`src/shared/tem_pkg.sv`:
```
package tem_pkg;

    // register offsets
    localparam logic [15:0] REG_PEAK_TRACKING_ERROR    = 16'h111e;
    localparam logic [15:0] REG_TRACKING_ERROR_LIMIT   = 16'h121c;
    localparam logic [15:0] REG_POSITION_DEVIATION_NOW = 16'h1e24;

    // limit range and reset value, user units (10000 per revolution)
    localparam logic [31:0] LIMIT_RESET = 32'h0000_2710;
    localparam logic [31:0] LIMIT_MIN   = 32'h0000_0001;
    localparam logic [31:0] LIMIT_MAX   = 32'h001e_8480;
    localparam logic [31:0] PEAK_RESET  = 32'h0000_0000;
    localparam logic [31:0] USR_PER_REV = 32'h0000_2710;
    localparam logic [31:0] SEC_PER_MIN = 32'h0000_003c;

    // evaluation tick
    localparam int TICK_TIME_NS  = 1000000;
    localparam int CLK_PERIOD_NS = 5;
    localparam int TICK_CYCLES   = TICK_TIME_NS / CLK_PERIOD_NS;

    localparam logic [3:0] ERR_CLASS_RESET = 4'h1;

    typedef struct packed {
        logic        valid;
        logic        write;
        logic [15:0] addr;
        logic [31:0] wdata;
    } tem_req_t;

    typedef struct packed {
        logic        valid;
        logic        err;
        logic [31:0] rdata;
    } tem_rsp_t;

    typedef struct packed {
        logic [31:0] setpoint;
        logic [31:0] actual;
        logic [31:0] speed_offset;
    } tem_pos_t;

    typedef struct packed {
        logic       active;
        logic [3:0] err_class;
    } tem_fault_t;

endpackage

```
`src/hdl/tem_regfile.sv`:
```
`timescale 1ns/1ps
module tem_regfile
(
    // clock and reset
    input  wire logic        clk,
    input  wire logic        nrst,
    // write side
    input  wire logic        limit_we,
    input  wire logic [31:0] limit_wdata,
    input  wire logic        peak_clear,
    input  wire logic        peak_upd,
    input  wire logic [31:0] peak_val,
    // stored values
    output logic      [31:0] limit_q,
    output logic      [31:0] peak_q
);

    always_ff @(posedge clk or negedge nrst)
    begin
        if (!nrst)
            limit_q <= tem_pkg::LIMIT_RESET;
        else if (limit_we)
        begin
            // out of range values are clamped into the legal span
            if (limit_wdata < tem_pkg::LIMIT_MIN)
                limit_q <= tem_pkg::LIMIT_MIN;
            else if (limit_wdata > tem_pkg::LIMIT_MAX)
                limit_q <= tem_pkg::LIMIT_MAX;
            else
                limit_q <= limit_wdata;
        end
    end

    // a peak update in the clear cycle wins so no event is lost
    always_ff @(posedge clk or negedge nrst)
    begin
        if (!nrst)
            peak_q <= tem_pkg::PEAK_RESET;
        else if (peak_upd)
            peak_q <= peak_val;
        else if (peak_clear)
            peak_q <= tem_pkg::PEAK_RESET;
    end

endmodule

```
`src/hdl/tem_monitor.sv`:
```
`timescale 1ns/1ps
module tem_monitor
#(
    // tick period in cycles; a bench may shorten it to keep runs short
    parameter int TICK_CYCLES = tem_pkg::TICK_CYCLES
)
(
    // clock and reset
    input  wire logic              clk,
    input  wire logic              nrst,
    // position inputs, same clock domain, scaled in user units
    input  wire tem_pkg::tem_pos_t pos,
    // fault configuration and acknowledge
    input  wire logic [3:0]        err_class_cfg,
    input  wire logic              fault_ack,
    // parameter access
    input  wire tem_pkg::tem_req_t req,
    output tem_pkg::tem_rsp_t      rsp,
    // fault, motion stop and evaluation tick
    output tem_pkg::tem_fault_t    fault,
    output logic                   stop_motion,
    output logic                   tick
);

    typedef enum logic [1:0] {TEM_IDLE, TEM_EVAL, TEM_FAULT} tem_state_t;

    function automatic logic [31:0] tem_abs(input logic [31:0] v);
        tem_abs = v[31] ? 32'(-v) : v;
    endfunction

    localparam logic [17:0] TICK_LAST = 18'(TICK_CYCLES - 1);

    tem_state_t  state_q;
    logic [17:0] tick_cnt_q;
    logic [31:0] dev_q;
    logic [31:0] track_q;
    logic [31:0] limit_q;
    logic [31:0] peak_q;
    logic [3:0]  class_q;
    logic        tick_hit;
    logic [31:0] raw_dev;
    logic [31:0] track_err;
    logic [31:0] track_mag;
    logic        wr_limit;
    logic        wr_peak;
    logic        peak_upd;
    logic        addr_ok;

    assign tick_hit  = (tick_cnt_q == TICK_LAST);
    // wraps modulo 2^32, matching the signed register range
    assign raw_dev   = pos.setpoint - pos.actual;
    assign track_err = raw_dev - pos.speed_offset;
    assign track_mag = tem_abs(track_err);

    assign wr_limit = req.valid && req.write && (req.addr == tem_pkg::REG_TRACKING_ERROR_LIMIT);
    assign wr_peak  = req.valid && req.write && (req.addr == tem_pkg::REG_PEAK_TRACKING_ERROR);
    assign peak_upd = (state_q == TEM_EVAL) && (tem_abs(track_q) > peak_q);

    always_ff @(posedge clk or negedge nrst)
    begin
        if (!nrst)
            tick_cnt_q <= '0;
        else if (tick_hit)
            tick_cnt_q <= '0;
        else
            tick_cnt_q <= tick_cnt_q + 18'h00001;
    end

    assign tick = tick_hit;

    // sample both values at the tick so the evaluation uses one snapshot
    always_ff @(posedge clk or negedge nrst)
    begin
        if (!nrst)
        begin
            dev_q   <= '0;
            track_q <= '0;
        end
        else if (tick_hit)
        begin
            dev_q   <= raw_dev;
            track_q <= track_err;
        end
    end

    always_ff @(posedge clk or negedge nrst)
    begin
        if (!nrst)
        begin
            state_q <= TEM_IDLE;
            class_q <= tem_pkg::ERR_CLASS_RESET;
        end
        else
        begin
            case (state_q)
                TEM_IDLE:
                begin
                    if (tick_hit)
                        state_q <= TEM_EVAL;
                end
                TEM_EVAL:
                begin
                    if (tem_abs(track_q) > limit_q)
                    begin
                        state_q <= TEM_FAULT;
                        class_q <= err_class_cfg;
                    end
                    else
                        state_q <= TEM_IDLE;
                end
                TEM_FAULT:
                begin
                    // fault holds until acknowledged; re-trips on next tick if still over
                    if (fault_ack)
                        state_q <= TEM_IDLE;
                end
                default:
                    state_q <= TEM_IDLE;
            endcase
        end
    end

    assign stop_motion  = (state_q == TEM_FAULT);
    // one driver for the whole struct
    assign fault = '{active: (state_q == TEM_FAULT), err_class: class_q};

    tem_regfile u_regfile
    (
        .clk         (clk),
        .nrst        (nrst),
        .limit_we    (wr_limit),
        .limit_wdata (req.wdata),
        .peak_clear  (wr_peak),
        .peak_upd    (peak_upd),
        .peak_val    (tem_abs(track_q)),
        .limit_q     (limit_q),
        .peak_q      (peak_q)
    );

    always_comb
    begin
        addr_ok = (req.addr == tem_pkg::REG_PEAK_TRACKING_ERROR)
               || (req.addr == tem_pkg::REG_TRACKING_ERROR_LIMIT)
               || (req.addr == tem_pkg::REG_POSITION_DEVIATION_NOW);
    end

    // one cycle response; writes to the read-only deviation flag an error
    always_ff @(posedge clk or negedge nrst)
    begin
        if (!nrst)
        begin
            rsp.valid <= 1'b0;
            rsp.err   <= 1'b0;
            rsp.rdata <= '0;
        end
        else
        begin
            rsp.valid <= req.valid;
            rsp.err   <= req.valid && (!addr_ok || (req.write
                         && req.addr == tem_pkg::REG_POSITION_DEVIATION_NOW));
            rsp.rdata <= '0;
            if (req.valid && !req.write)
            begin
                case (req.addr)
                    tem_pkg::REG_PEAK_TRACKING_ERROR:    rsp.rdata <= peak_q;
                    tem_pkg::REG_TRACKING_ERROR_LIMIT:   rsp.rdata <= limit_q;
                    tem_pkg::REG_POSITION_DEVIATION_NOW: rsp.rdata <= dev_q;
                    default:                             rsp.rdata <= '0;
                endcase
            end
        end
    end

endmodule

```
`config.mk`:
```
export PLATFORM = sky130hd
export DESIGN_NAME = tem_monitor
export DESIGN_NICKNAME = d
export VERILOG_FILES = /design/src/shared/tem_pkg.sv /design/src/hdl/tem_regfile.sv /design/src/hdl/tem_monitor.sv
export SDC_FILE = /design/constraint.sdc
export NUM_CORES = 1
export LEC_CHECK = 0
export BUFFER_PORTS_ARGS = -buffer_cell sky130_fd_sc_hd__buf_2
export CAP_MARGIN = 30
export CORE_MARGIN = 2
export CORE_UTILIZATION = 34
export DETAILED_ROUTE_END_ITERATION = 10
export SYNTH_ARGS = -nofsm -noshare
export SYNTH_HDL_FRONTEND = slang
export SYNTH_SLANG_ARGS = --single-unit
```
`constraint.sdc`:
```
create_clock -name clk -period 4.4 [get_ports clk]
set_input_delay 0.22 -clock clk [delete_from_list [all_inputs] [get_ports clk]]
set_output_delay 0.22 -clock clk [all_outputs]
set_load 0.05 [all_outputs]
```
==> results.md <==
* Initial antenna violation count at 0
* Pre-CTS WS at -0.277 ns
* Comb pwr share at 0.261
* Met3 wire length at about 2.4 mm
* Total wire length at about 38 mm
* Crit path required time at between 4 and 5 ns
* Routed length on met1 at roughly 19 mm
* P&R area growth vs syn at 24.5%
* Relative slew slack at 0.380
* Critical-path cell list: or4_4 > nor4_4 > and2b_2 > nand2_2 > or3_4 > o31ai_4 > xnor2_2 > ha_1 > a21o_1 > a21oi_2 > nor2b_1 > o21ai_1 > nand2b_1 > a21oi_2 > a21oi_2 > o31ai_4 > buf_6 > clkbuf_16 > mux2_2
* H-tree levels at 4
* HPWL Detailed at approximately 29 mm
* Sw Share at 0.311
* Critical path launch point type: flop
* Setup WS post-layout at about 0.10 ns
* Post-Syn Area per Cell at 9.13 µm²
* Die Height at 199 µm
* Top cells by area, synth: dfrtp_1, ha_1, mux2_2
* Fmax at 0.233 GHz
* Setup CP Type: reg -> reg
* IO Port Bufs at slightly below 200
* Slowest cell on crit path: or4_4
* CTS root buf: clkbuf_16
* Share of layout cells above drive strength 1 at 0.248
* Psw at ~0.0014 W
* DRC violations left at 0
* Post-DRT Antenna Nets at 0
* Final core occ at 0.430
* First-pass GRT wire length at slightly below 60 mm
* Number of global-route vias before repair at about 11000
* Initial Utilization at 0.345
* Clk network pwr share at 0.359
* Cell Rows at a little over 70
* Worst slew pin tran at 0.926 ns
* CTS buffer count at 17
* Crit path DAT at 4.63 ns
* Leakage at ~8 nW
* Max-Cap Viols at 0
* Yosys Warn Count at 0
* RSZ-0062 raised after global routing: true
* P per Cell Area at roughly 280 nW/µm²
* Top cell type's share of synthesized area at 0.347
* Post-synth EDFFs at 0
* Vias per Instance at 5.20
* Max layer used: met4
* Die Footprint at 39700 µm²
* DR WL met2 at 16.3 mm
* Clk_skew at around 0.014 ns
* Period utilization at 0.976
* Primary FF master, synth: dfrtp_1
* Final hold violations at 0
* Register area share after synthesis at 0.360
* Status: finished clean
* First-pass detailed-route iteration total at 8
* Top cells by count, synth: dfrtp_1, inv_1, ha_1, nand2_1, o21ai_0
* Critical-path maximum fanout at 6
* Clk_lat worst skew at approximately 0.45 ns
* N_diodes at 0
* Reg power frac at 0.380
* Flops & latches, synth at approximately 190
* Yosys cell types at 67
* Detailed Route Iter0 Violations at 1057
* Die X at 199 µm
* DR vias at between 10000 and 15000
* FFs w/ async S/R, synth at 1.00
* Final net count at a little under 2000
* Syn_nets at ~1700
* Largest net degree at the start of global routing at approximately 100
* Internal power at roughly 0.0031 W
* Count leader, synth: dfrtp_1
* Endpoint class of the critical path: flop
* CORE AREA at 37600 µm²
* Wire length per cell at about 17 µm
* Clock Tree Buf Depth at 2
* Gate Count Post-Synth at about 1400
* GP Congestion at about 0.87
* Hold Crit Class: in -> reg
* Fin. max-slew vios at 0
* Endpoints failing setup at 0
* Crit-path most repeated cell: a21oi_2
* GRT Util Overall at 0.191
* Overflow after GRT at 0
* Crit path time final at approximately 4.3 ns
* Clk pin slew, worst setup/hold paths at 0.08 ns
* Synthesized area at 13000 µm²
* Synth area leader: dfrtp_1
* Ports at about 190
* CTS tree: yes
* Slowest stage delay, CP at between 0.5 and 0.6 ns
* CTS Sinks at 186
* Maximum vdd drop at between 200 and 250 µV
stage by stage:
step	hold slack [ns]	setup TNS, ns	power [W]	cell area (µm²)	std cells
final	0.0199	0	0.00451	16100	2218
after global routing	0.0162	-2.75	0.00476	16100	2218
after CTS	0.000227	0	0.00454	15900	2209
after detailed placement	0.345	-1.43	0.00290	15100	2167
after global placement	0.340	-0.552	0.00289	15100	2166
after floorplan	-0.0756	0	0.00247	13000	1420
registers in the layout (all words and copies together) (netlist names):
register and cells:
class_q 4, dev_q 32, rsp 34, state_q 2
tick_cnt_q 18, track_q 32, u_regfile.limit_q 32, u_regfile.peak_q 32
metal layers:
metal  GRT usage  vias to the layer above
met5           0                        -
met4      0.0464                        0
met3      0.0305                       37
met2       0.291                      381
met1       0.282                     5458
li1            -                     5668
timing repair:
item / in CTS / in global routing
endpoints found under the hold margin: 87 / 0
gates cloned: 1 / 2
setup endpoints to repair: 33 / 44
gates resized for setup: 5 / 34
hold buffers: 7 / 0
pin swaps: 3 / 8
buffers inserted: 2 / 7
cells by family (layout without fill, tap and decap cells):
family | Yosys count | after routing | share of synthesized area
AO/OA/AOI/OAI | 399 | 399 | 0.210
AND/OR/NAND/NOR | 355 | 355 | 0.132
buffers and inverters | 199 | 486 | 0.0582
flip-flops | 186 | 186 | 0.360
adder cells (fa/ha/maj) | 130 | 130 | 0.127
XOR/XNOR | 97 | 97 | 0.0666
multiplexers | 54 | 54 | 0.0468
final cells by class:
type | count | area (µm²)
fill | 3750 | 21400
multi-input combinational | 1035 | 7730
sequential | 186 | 4660
timing repair buffer | 305 | 1950
tap | 511 | 639
inverter | 149 | 559
clock buffer | 17 | 425
clock inverter | 15 | 181
worst max-delay path, delay by kind of cell, from the launching register on:
kind	cells	cell delay [ns]
simple gates	7	1.52
mux	1	0.33
xor+xnor	1	0.16
fa+ha+maj	1	0.28
buf+inv	2	0.32
flops	1	0.38
compound gates	7	1.17
cells in the final DEF, fill, tap and decap left out, types with 49 or more instances in the layout:
master	netlist	final
buf_2	3	192
dfrtp_1	180	180
inv_1	149	149
ha_1	128	127
nand2_1	127	126
buf_4	1	95
nor2_1	85	84
o21ai_0	86	83
a21oi_1	71	66
xnor2_1	61	58
a21o_1	49	49
power by group through the flow:
| stage | Combinational, W | Sequential, W | Clock, W |
|---|---|---|---|
| 6_report | 0.00118 | 0.00171 | 0.00162 |
| 4_1_cts | 0.00117 | 0.00171 | 0.00166 |
| 3_5_place_dp | 0.00116 | 0.00175 | 0 |
| 5_1_grt | 0.00131 | 0.00171 | 0.00173 |
| 2_1_floorplan | 0.000717 | 0.00176 | 0 |
| 3_3_place_gp | 0.00115 | 0.00175 | 0 |
worst paths after layout:
kind	start	end	slack (ns)	cells past startpoint
max	track_q[12]$_DFFE_PN0P_	u_regfile.peak_q[15]$_DFFE_PN0P_	0.10	19
min	req[13]	u_regfile.limit_q[13]$_DFFE_PN1P_	0.02	2
max reg2reg	track_q[12]$_DFFE_PN0P_	u_regfile.peak_q[15]$_DFFE_PN0P_	0.10	19
min reg2reg	state_q[0]$_DFFE_PN0P_	state_q[0]$_DFFE_PN0P_	0.46	1
max in group asynchronous	nrst	rsp[2]$_DFF_PN0_	2.92	3
min in group asynchronous	nrst	dev_q[28]$_DFFE_PN0P_	0.42	2
(Power assumes the default switching activity.)
